==> src/pkg/dprp_pkg.sv <==
// Purpose: Constants and state layout for the reference profile register bank
// Assumes: 16-bit byte addresses, 8-bit register data
// Notes:   All registers reset to zero except the integer ratio, which resets to one
package dprp_pkg;
	// ----------------------------------------
	// Bus geometry
	// ----------------------------------------
	localparam int ADDR_W = 16;
	localparam int BYTE_W = 8;
	localparam int LANE0 = 0;
	localparam int LANE1 = 8;
	localparam int LANE2 = 16;

	// ----------------------------------------
	// Register offsets
	// ----------------------------------------
	localparam logic [ADDR_W-1:0] OFS_B_PRIO_EN = 16'h044d;
	localparam logic [ADDR_W-1:0] OFS_B_BW_LOW = 16'h044e;
	localparam logic [ADDR_W-1:0] OFS_B_BW_MID = 16'h044f;
	localparam logic [ADDR_W-1:0] OFS_B_BW_TOP_FILT = 16'h0450;
	localparam logic [ADDR_W-1:0] OFS_B_NDIV_LOW = 16'h0451;
	localparam logic [ADDR_W-1:0] OFS_B_NDIV_MID = 16'h0452;
	localparam logic [ADDR_W-1:0] OFS_B_NDIV_HIGH = 16'h0453;
	localparam logic [ADDR_W-1:0] OFS_B_FNUM_LOW = 16'h0454;
	localparam logic [ADDR_W-1:0] OFS_B_FNUM_MID = 16'h0455;
	localparam logic [ADDR_W-1:0] OFS_B_FNUM_HIGH = 16'h0456;
	localparam logic [ADDR_W-1:0] OFS_B_FMOD_LOW = 16'h0457;
	localparam logic [ADDR_W-1:0] OFS_B_FMOD_MID = 16'h0458;
	localparam logic [ADDR_W-1:0] OFS_B_FMOD_HIGH = 16'h0459;
	localparam logic [ADDR_W-1:0] OFS_C_PRIO_EN = 16'h045a;

	// ----------------------------------------
	// Field widths and positions
	// ----------------------------------------
	localparam int PRIO_W = 2;
	localparam int PRIO_LSB = 1;
	localparam int EN_BIT = 0;
	localparam int BW_W = 17;
	localparam int BW_TOP_BIT = 0;
	localparam int FILT_BIT = 1;
	localparam int NDIV_W = 18;
	localparam int NDIV_TOP_W = 2;
	localparam int FRAC_W = 24;
	localparam int RATIO_W = NDIV_W + 1;

	// ----------------------------------------
	// Reset values
	// ----------------------------------------
	localparam logic [PRIO_W-1:0] RST_PRIO = 2'h0;
	localparam logic RST_EN = 1'h0;
	localparam logic [BW_W-1:0] RST_BW = 17'h00000;
	localparam logic RST_FILT = 1'h0;
	localparam logic [NDIV_W-1:0] RST_NDIV = 18'h00000;
	localparam logic [FRAC_W-1:0] RST_FRAC = 24'h000000;
	localparam logic [BYTE_W-1:0] RST_BYTE = 8'h00;
	localparam logic [RATIO_W-1:0] RST_RATIO = 19'h00001;
	localparam logic [RATIO_W-1:0] RATIO_ONE = 19'h00001;

	// ----------------------------------------
	// State of the bank
	// ----------------------------------------
	typedef struct packed {
		logic [PRIO_W-1:0] b_level;
		logic b_permit;
		logic [BW_W-1:0] b_bw;
		logic b_high_pm;
		logic [NDIV_W-1:0] b_ndiv;
		logic [FRAC_W-1:0] b_fnum;
		logic [FRAC_W-1:0] b_fmod;
		logic [PRIO_W-1:0] c_level;
		logic c_permit;
		logic [BYTE_W-1:0] rd_data;
		logic frac_on;
		logic bw_nonzero;
		logic [RATIO_W-1:0] int_ratio;
	} dprp_state_s;
endpackage : dprp_pkg

==> src/verilog/dprp_regs.sv <==
// Purpose: Second/third reference profile registers of the first digital loop
// Assumes: Host port on sys_clk; strobes one cycle long, never both at once
// Notes:   Read data valid only in the cycle after the read strobe
//
// Chosen here: the strobed register port.
`timescale 1ns/1ps
`default_nettype none

// Function
// RULE1 - Second reference selection level in bits 2:1, 0 highest, resets to 00.
// RULE2 - Second reference bit 0 permits loop lock; zero at reset blocks it.
// RULE3 - Third reference control byte at 0x045a, same layout, resets zero.
// RULE4 - Bandwidth scale 17 bits, 0.1 Hz units, low two bytes plus bit 0.
// RULE5 - Software must program a nonzero bandwidth scale before using the loop.
// RULE6 - Software keeps bandwidth below phase detector frequency divided by 20.
// RULE7 - Software avoids bandwidths under 50 Hz with crystal system clock.
// RULE8 - Bit 1 of third bandwidth byte selects high phase margin filter.
// RULE9 - High margin filter peaking small to 2 kHz; advised above too.
// RULE10 - Integer divider 18 bits holding value minus one, resets zero.
// RULE11 - Fractional numerator 24 bits, three bytes, low byte first, resets zero.
// RULE12 - Fractional modulus 24 bits, three bytes, low byte first, resets zero.
// RULE13 - Bandwidth field and its reserved bits read zero after reset.
// RULE14 - Zero modulus disables and bypasses the fractional divider.
// RULE15 - Ratio is integer field plus one, plus numerator over nonzero modulus.
// RULE16 - Multi-byte fields assembled whole; reserved bits ignore writes, read zero. Here each byte write updates its field at once.
module dprp_regs (
	input wire logic sys_clk, // System clock, 20 MHz
	input wire logic nrst, // Asynchronous reset, active low
	input wire logic [dprp_pkg::ADDR_W-1:0] reg_addr, // Register byte address
	input wire logic [dprp_pkg::BYTE_W-1:0] reg_wdata, // Write data
	input wire logic reg_wr, // Write strobe
	input wire logic reg_rd, // Read strobe
	output logic [dprp_pkg::BYTE_W-1:0] reg_rdata, // Read data, cycle after strobe
	output logic [dprp_pkg::PRIO_W-1:0] second_ref_selection_level, // 0 highest
	output logic second_ref_lock_permit, // Loop may lock to second reference
	output logic [dprp_pkg::BW_W-1:0] second_ref_bw_scale, // Bandwidth, 0.1 Hz units
	output logic second_ref_high_pm_filter, // High phase margin filter chosen
	output logic second_ref_bw_nonzero, // Bandwidth scale programmed
	output logic [dprp_pkg::NDIV_W-1:0] integer_feedback_divider, // Divide value minus one
	output logic [dprp_pkg::RATIO_W-1:0] feedback_int_ratio, // Integer part of ratio
	output logic [dprp_pkg::FRAC_W-1:0] fractional_numerator, // Fraction numerator
	output logic [dprp_pkg::FRAC_W-1:0] fractional_modulus, // Fraction denominator
	output logic fractional_active, // Fractional divider in use
	output logic [dprp_pkg::PRIO_W-1:0] third_ref_selection_level, // 0 highest
	output logic third_ref_lock_permit // Loop may lock to third reference
);
	// ----------------------------------------
	// State
	// ----------------------------------------
	dprp_pkg::dprp_state_s s_q;
	dprp_pkg::dprp_state_s s_d;

	// ----------------------------------------
	// Next state
	// ----------------------------------------
	always_comb begin
		s_d = s_q;
		s_d.rd_data = dprp_pkg::RST_BYTE;
		if (reg_wr) begin
			case (reg_addr)
				dprp_pkg::OFS_B_PRIO_EN: begin
					s_d.b_level = reg_wdata[dprp_pkg::PRIO_LSB +: dprp_pkg::PRIO_W]; // see RULE1
					s_d.b_permit = reg_wdata[dprp_pkg::EN_BIT]; // see RULE2
				end
				dprp_pkg::OFS_B_BW_LOW: begin
					s_d.b_bw[dprp_pkg::LANE0 +: dprp_pkg::BYTE_W] = reg_wdata; // see RULE4
				end
				dprp_pkg::OFS_B_BW_MID: begin
					s_d.b_bw[dprp_pkg::LANE1 +: dprp_pkg::BYTE_W] = reg_wdata; // see RULE4
				end
				dprp_pkg::OFS_B_BW_TOP_FILT: begin
					s_d.b_bw[dprp_pkg::LANE2] = reg_wdata[dprp_pkg::BW_TOP_BIT]; // see RULE4
					s_d.b_high_pm = reg_wdata[dprp_pkg::FILT_BIT]; // see RULE8
				end
				dprp_pkg::OFS_B_NDIV_LOW: begin
					s_d.b_ndiv[dprp_pkg::LANE0 +: dprp_pkg::BYTE_W] = reg_wdata; // see RULE10
				end
				dprp_pkg::OFS_B_NDIV_MID: begin
					s_d.b_ndiv[dprp_pkg::LANE1 +: dprp_pkg::BYTE_W] = reg_wdata; // see RULE10
				end
				dprp_pkg::OFS_B_NDIV_HIGH: begin
					// Upper six bits are reserved and dropped
					s_d.b_ndiv[dprp_pkg::LANE2 +: dprp_pkg::NDIV_TOP_W] =
						reg_wdata[dprp_pkg::LANE0 +: dprp_pkg::NDIV_TOP_W]; // see RULE10, see RULE16
				end
				dprp_pkg::OFS_B_FNUM_LOW: begin
					s_d.b_fnum[dprp_pkg::LANE0 +: dprp_pkg::BYTE_W] = reg_wdata; // see RULE11
				end
				dprp_pkg::OFS_B_FNUM_MID: begin
					s_d.b_fnum[dprp_pkg::LANE1 +: dprp_pkg::BYTE_W] = reg_wdata; // see RULE11
				end
				dprp_pkg::OFS_B_FNUM_HIGH: begin
					s_d.b_fnum[dprp_pkg::LANE2 +: dprp_pkg::BYTE_W] = reg_wdata; // see RULE11
				end
				dprp_pkg::OFS_B_FMOD_LOW: begin
					s_d.b_fmod[dprp_pkg::LANE0 +: dprp_pkg::BYTE_W] = reg_wdata; // see RULE12
				end
				dprp_pkg::OFS_B_FMOD_MID: begin
					s_d.b_fmod[dprp_pkg::LANE1 +: dprp_pkg::BYTE_W] = reg_wdata; // see RULE12
				end
				dprp_pkg::OFS_B_FMOD_HIGH: begin
					s_d.b_fmod[dprp_pkg::LANE2 +: dprp_pkg::BYTE_W] = reg_wdata; // see RULE12
				end
				dprp_pkg::OFS_C_PRIO_EN: begin
					s_d.c_level = reg_wdata[dprp_pkg::PRIO_LSB +: dprp_pkg::PRIO_W]; // see RULE3
					s_d.c_permit = reg_wdata[dprp_pkg::EN_BIT]; // see RULE3
				end
				default: begin
					// Unmapped writes are dropped
					s_d.rd_data = dprp_pkg::RST_BYTE;
				end
			endcase
		end
		if (reg_rd) begin
			case (reg_addr)
				dprp_pkg::OFS_B_PRIO_EN: begin
					s_d.rd_data = {{(dprp_pkg::BYTE_W-dprp_pkg::PRIO_W-1){1'b0}},
						s_q.b_level, s_q.b_permit}; // see RULE16
				end
				dprp_pkg::OFS_B_BW_LOW: begin
					s_d.rd_data = s_q.b_bw[dprp_pkg::LANE0 +: dprp_pkg::BYTE_W];
				end
				dprp_pkg::OFS_B_BW_MID: begin
					s_d.rd_data = s_q.b_bw[dprp_pkg::LANE1 +: dprp_pkg::BYTE_W];
				end
				dprp_pkg::OFS_B_BW_TOP_FILT: begin
					s_d.rd_data = {{(dprp_pkg::BYTE_W-dprp_pkg::FILT_BIT-1){1'b0}},
						s_q.b_high_pm, s_q.b_bw[dprp_pkg::LANE2]}; // see RULE13
				end
				dprp_pkg::OFS_B_NDIV_LOW: begin
					s_d.rd_data = s_q.b_ndiv[dprp_pkg::LANE0 +: dprp_pkg::BYTE_W];
				end
				dprp_pkg::OFS_B_NDIV_MID: begin
					s_d.rd_data = s_q.b_ndiv[dprp_pkg::LANE1 +: dprp_pkg::BYTE_W];
				end
				dprp_pkg::OFS_B_NDIV_HIGH: begin
					s_d.rd_data = {{(dprp_pkg::BYTE_W-dprp_pkg::NDIV_TOP_W){1'b0}},
						s_q.b_ndiv[dprp_pkg::LANE2 +: dprp_pkg::NDIV_TOP_W]}; // see RULE16
				end
				dprp_pkg::OFS_B_FNUM_LOW: begin
					s_d.rd_data = s_q.b_fnum[dprp_pkg::LANE0 +: dprp_pkg::BYTE_W];
				end
				dprp_pkg::OFS_B_FNUM_MID: begin
					s_d.rd_data = s_q.b_fnum[dprp_pkg::LANE1 +: dprp_pkg::BYTE_W];
				end
				dprp_pkg::OFS_B_FNUM_HIGH: begin
					s_d.rd_data = s_q.b_fnum[dprp_pkg::LANE2 +: dprp_pkg::BYTE_W];
				end
				dprp_pkg::OFS_B_FMOD_LOW: begin
					s_d.rd_data = s_q.b_fmod[dprp_pkg::LANE0 +: dprp_pkg::BYTE_W];
				end
				dprp_pkg::OFS_B_FMOD_MID: begin
					s_d.rd_data = s_q.b_fmod[dprp_pkg::LANE1 +: dprp_pkg::BYTE_W];
				end
				dprp_pkg::OFS_B_FMOD_HIGH: begin
					s_d.rd_data = s_q.b_fmod[dprp_pkg::LANE2 +: dprp_pkg::BYTE_W];
				end
				dprp_pkg::OFS_C_PRIO_EN: begin
					s_d.rd_data = {{(dprp_pkg::BYTE_W-dprp_pkg::PRIO_W-1){1'b0}},
						s_q.c_level, s_q.c_permit}; // see RULE3
				end
				default: begin
					s_d.rd_data = dprp_pkg::RST_BYTE;
				end
			endcase
		end
		// Derived views track the stored fields in the same cycle
		s_d.frac_on = (s_d.b_fmod != dprp_pkg::RST_FRAC); // see RULE14
		s_d.bw_nonzero = (s_d.b_bw != dprp_pkg::RST_BW); // see RULE5
		s_d.int_ratio = {1'b0, s_d.b_ndiv} + dprp_pkg::RATIO_ONE; // see RULE15
	end

	// ----------------------------------------
	// Registers
	// ----------------------------------------
	always_ff @(posedge sys_clk or negedge nrst) begin
		if (!nrst) begin
			s_q.b_level <= dprp_pkg::RST_PRIO; // see RULE1
			s_q.b_permit <= dprp_pkg::RST_EN; // see RULE2
			s_q.b_bw <= dprp_pkg::RST_BW; // see RULE13
			s_q.b_high_pm <= dprp_pkg::RST_FILT; // see RULE8
			s_q.b_ndiv <= dprp_pkg::RST_NDIV; // see RULE10
			s_q.b_fnum <= dprp_pkg::RST_FRAC; // see RULE11
			s_q.b_fmod <= dprp_pkg::RST_FRAC; // see RULE12
			s_q.c_level <= dprp_pkg::RST_PRIO; // see RULE3
			s_q.c_permit <= dprp_pkg::RST_EN;
			s_q.rd_data <= dprp_pkg::RST_BYTE;
			s_q.frac_on <= 1'b0;
			s_q.bw_nonzero <= 1'b0;
			s_q.int_ratio <= dprp_pkg::RST_RATIO;
		end else begin
			s_q <= s_d;
		end
	end

	// ----------------------------------------
	// Outputs, all straight from state flops
	// ----------------------------------------
	assign reg_rdata = s_q.rd_data;
	assign second_ref_selection_level = s_q.b_level;
	assign second_ref_lock_permit = s_q.b_permit;
	assign second_ref_bw_scale = s_q.b_bw;
	assign second_ref_high_pm_filter = s_q.b_high_pm;
	assign second_ref_bw_nonzero = s_q.bw_nonzero;
	assign integer_feedback_divider = s_q.b_ndiv;
	assign feedback_int_ratio = s_q.int_ratio;
	assign fractional_numerator = s_q.b_fnum;
	// Numerator is passed as stored; consumers must gate it with fractional_active
	assign fractional_modulus = s_q.b_fmod;
	assign fractional_active = s_q.frac_on; // see RULE14
	assign third_ref_selection_level = s_q.c_level;
	assign third_ref_lock_permit = s_q.c_permit;
endmodule : dprp_regs

`default_nettype wire

==> config.mk <==
export PLATFORM = sky130hd
export DESIGN_NAME = dprp_regs
export DESIGN_NICKNAME = d
export VERILOG_FILES = /design/src/pkg/dprp_pkg.sv /design/src/verilog/dprp_regs.sv
export SDC_FILE = /design/constraint.sdc
export NUM_CORES = 1
export LEC_CHECK = 0
export ABC_CLOCK_PERIOD_IN_PS = 1950
export BUFFER_PORTS_ARGS = -buffer_cell sky130_fd_sc_hd__buf_2
export CORE_AREA = 2 2 118 120
export DETAILED_ROUTE_END_ITERATION = 8
export DIE_AREA = 0 0 120 122
export PLACE_DENSITY = 0.71
export SYNTH_ARGS = -nofsm -noshare
export SYNTH_HDL_FRONTEND = slang
export SYNTH_SLANG_ARGS = --single-unit
==> constraint.sdc <==
create_clock -name sys_clk -period 1.95 [get_ports sys_clk]
set_input_delay 0.39 -clock sys_clk [delete_from_list [all_inputs] [get_ports sys_clk]]
set_output_delay 0.39 -clock sys_clk [all_outputs]
set_load 0.01 [all_outputs]
==> results.tsv <==
metric	value	unit
synth_edf_count	0	
initial_core_util	44.8	%
regArea	0.00298	mm²
cp.required	2290	ps
ios	147	
rrSetupSlack	-30	ps
grt_pass1_wl	33100	µm
grt_util_met2	50.0	%
drt-initial-drc-count	635	
grt_pass1_vias	5827	
reg2reg_to	feedback_int_ratio[17]	
critPathMaxFanout	4	
rr_worst_depth	6	
place_inst	937	
wire_per_inst	22.5	µm
ys_warn_count	0	
gr-total-overflow	0	
fin_nets	839	
dieWidth	120	µm
grt_use_total	30.2	%
ys_async_sr_fraction	100	%
slew_viol_final	0	
die_area	0.0146	mm²
die_y	122	µm
core.rowCount	43	
routabilityCongestion	0.942	
synthFlopType	dfrtp_1	
final.min_clock_period	2340	ps
synthToLayoutAreaGrowth	54.4	%
grt_max_degree	46	
worst_setup_path_end_kind	register	
worst_slack	-391	ps
pwr-share-comb	6.1	%
min_from	reg_wdata[7]	
finalNonFillerCells	1003	
crit_path_start_kind	input port	
relSlewSlack	59.8	%
synth_cell_types	67	
synth_fp_nets	567	
max-cap-violations	0	
p_int	4.66	mW
critical-path-slowest-cell	or4_4	
clk_latency	430	ps
min_path_type	input port to register	
first_pass_iters	7	
avgSynthCellArea	11.3	µm²
switchingPower	1.43	mW
n_fill_cell	931	
postSynthCellCount	538	
power_switching_share	23.4	%
cellPowerDensity	651	mW/mm²
ant_nets	0	
met3_usage	5.34	%
worst_slew_pin_slew	601	ps
hpwl	15300	µm
post-route-util	69.2	%
htree_levels	4	
seq_power_share	40.6	%
ctsRootBufferMaster	clkbuf_16	
clock_path_buffers	2	
hold_violations	0	
multi_input_area	0.00345	mm²
port-buffer-count	146	
worstSetupPathType	input port to register	
crit_chain	buf_6, or4_4, or3_4, nor2_4, nand2_2, nand2_2, ha_4, nand4_1, nor3_4, o22ai_4, a21oi_2, xor2_1	
critPathMaxStageDelay	530	ps
placed_area	0.00787	mm²
n_antenna_cell	0	
arrival	2680	ps
fin_crit_sh	120	%
status	finished with violations	
clkPwrFrac	53.3	%
timing.rr.start	integer_feedback_divider[2]	
routed_wl	22600	µm
numCtsBuffers	17	
antenna_found_initial	0	
via_per_inst	5.94	
clock_sinks	119	
vias	5956	
cts.clk_slew.worst_paths	50	ps
drive_above_1_share	59.2	%
core-area	0.0135	mm²
hold_path_end	integer_feedback_divider[15]	
setup_viol	94	
cellLeakagePower	4.84	nW
cts_tree	done	
ir_drop	0.549	mV
grt_setup_unrepaired	true	
busiest_layer	met2	
drc	0	
fin_skew	8.42	ps
synth-seq-cells	119	
whs_path_depth	3	
fin_area	0.00935	mm²
fmax	427	MHz
ys_seq_area_share	49.2	%
violations	negative setup slack	
grt_use_met1	38.5	%
synth_area	0.00606	mm²
worst_path_most_repeated_cell	nand2_2	
-- cells in the mapped netlist, types with 3 or more instances --
cell | count | area (µm²)
mux2_4 | 8 | 120
nor2_8 | 3 | 60.1
mux2i_1 | 10 | 100
nor3_1 | 4 | 20.0
nor3_4 | 3 | 48.8
buf_2 | 3 | 15.0
dfrtp_1 | 118 | 2950
xor2_1 | 12 | 105
clkbuf_1 | 27 | 101
xnor2_1 | 7 | 61.3
nand3_1 | 24 | 120
a221oi_1 | 4 | 35.0
mux2_1 | 17 | 191
a22oi_1 | 5 | 37.5
o21ai_0 | 17 | 85.1
nand4_1 | 11 | 68.8
and3_1 | 4 | 25.0
buf_6 | 3 | 33.8
inv_1 | 8 | 30.0
nand3b_1 | 5 | 37.5
nand2_1 | 65 | 244
a22o_1 | 5 | 43.8
or4_1 | 6 | 45.0
nor2b_1 | 3 | 18.8
a21oi_1 | 20 | 100
mux2_2 | 54 | 608
and2_1 | 3 | 18.8
nor4_1 | 12 | 75.1
a31oi_1 | 5 | 31.3
nor2_1 | 20 | 75.1
mux4_2 | 5 | 113
-- sequential cells by signal (all words and copies together), names as in the netlist --
name and flops:
second_ref_bw_nonzero 1, third_ref_lock_permit 1, third_ref_selection_level 2, second_ref_high_pm_filter 1
fractional_modulus 24, reg_rdata 8, second_ref_bw_scale 17, fractional_active 1
second_ref_lock_permit 1, feedback_int_ratio 19, integer_feedback_divider 18, second_ref_selection_level 2
fractional_numerator 24
-- stage by stage --
stage / total power, mW / hold slack (ps) / setup TNS [ps] / worst slack [ps]
2_1_floorplan: 2.64 / 94.4 / -41990 / -847
3_3_place_gp: 2.83 / 331 / -66510 / -819
3_5_place_dp: 2.84 / 329 / -67880 / -914
4_1_cts: 6.08 / 303 / -10460 / -303
5_1_grt: 6.26 / 326 / -21710 / -480
6_report: 6.08 / 309 / -17940 / -391
-- metal layers --
layer | wire length (µm) | share of wire (%)
met5 | 0 | 0
met4 | 861 | 3.8
met3 | 1740 | 7.7
met2 | 11200 | 50
met1 | 8790 | 39
-- power by group through the flow --
stage | registers (mW) | logic, mW | clock network (mW)
6_report | 2.47 | 0.369 | 3.24
5_1_grt | 2.47 | 0.390 | 3.39
4_1_cts | 2.47 | 0.348 | 3.26
3_5_place_dp | 2.52 | 0.322 | 0
3_3_place_gp | 2.52 | 0.316 | 0
2_1_floorplan | 2.52 | 0.121 | 0
-- layout make-up --
class / instances / area share [%]
sequential: 119 / 31.9
clock inverter: 13 / 1.81
tap: 180 / 2.41
timing repair buffer: 289 / 21.9
inverter: 8 / 0.321
multi-input combinational: 375 / 36.9
clock buffer: 19 / 4.74
-- cell families (layout without fill, tap and decap cells) --
group / Yosys count / count (layout) / synth area share (%)
xor gates and xnor gates: 19 / 19 / 2.75
and+or+nand+nor: 182 / 183 / 17.2
buffers and inverters: 45 / 329 / 3.35
adders and majority gates: 1 / 1 / 0.207
DFF: 119 / 119 / 49.2
muxes: 94 / 94 / 18.7
AOI/OAI and AO/OA: 78 / 78 / 8.62
-- placed cells by master (no fill, tap or decap), types with 11 or more instances in the layout --
cell type	n
nand3_1	18
nand2_2	12
buf_6	38
nor2_1	12
mux2_2	34
mux2_4	45
buf_4	97
a21oi_1	14
nand4_1	11
nand2_1	53
buf_2	143
clkbuf_16	17
dfrtp_1	118
-- worst max path at each step --
| stage | to | cells past startpoint | slack (ps) | from |
|---|---|---|---|---|
| final | feedback_int_ratio[14] | 12 | -390 | reg_addr[13] |
| after global routing | feedback_int_ratio[14] | 12 | -480 | reg_addr[13] |
| after CTS | feedback_int_ratio[14] | 12 | -300 | reg_addr[13] |
| after detailed placement | feedback_int_ratio[18] | 11 | -910 | reg_addr[9] |
| after global placement | feedback_int_ratio[18] | 11 | -820 | reg_addr[9] |
| after floorplan | feedback_int_ratio[18] | 12 | -850 | reg_addr[9] |
-- critical path: cells and delay by family --
kind / cells / cell delay [ps]
xor gates and xnor gates: 1 / 170
adders and majority gates: 1 / 150
buffers and inverters: 1 / 90
and+or+nand+nor: 7 / 1610
AOI/OAI and AO/OA: 2 / 270
-- timing repair --
item | CTS | global route
hold endpoints to repair | 23 | 0
setup buffers | 27 | 13
gates cloned | 3 | 1
hold buffers | 1 | 0
pin swaps | 36 | 26
resized for setup | 77 | 70
setup endpoints to repair | 102 | 104
Note: power is estimated with default switching activity, not from simulation.
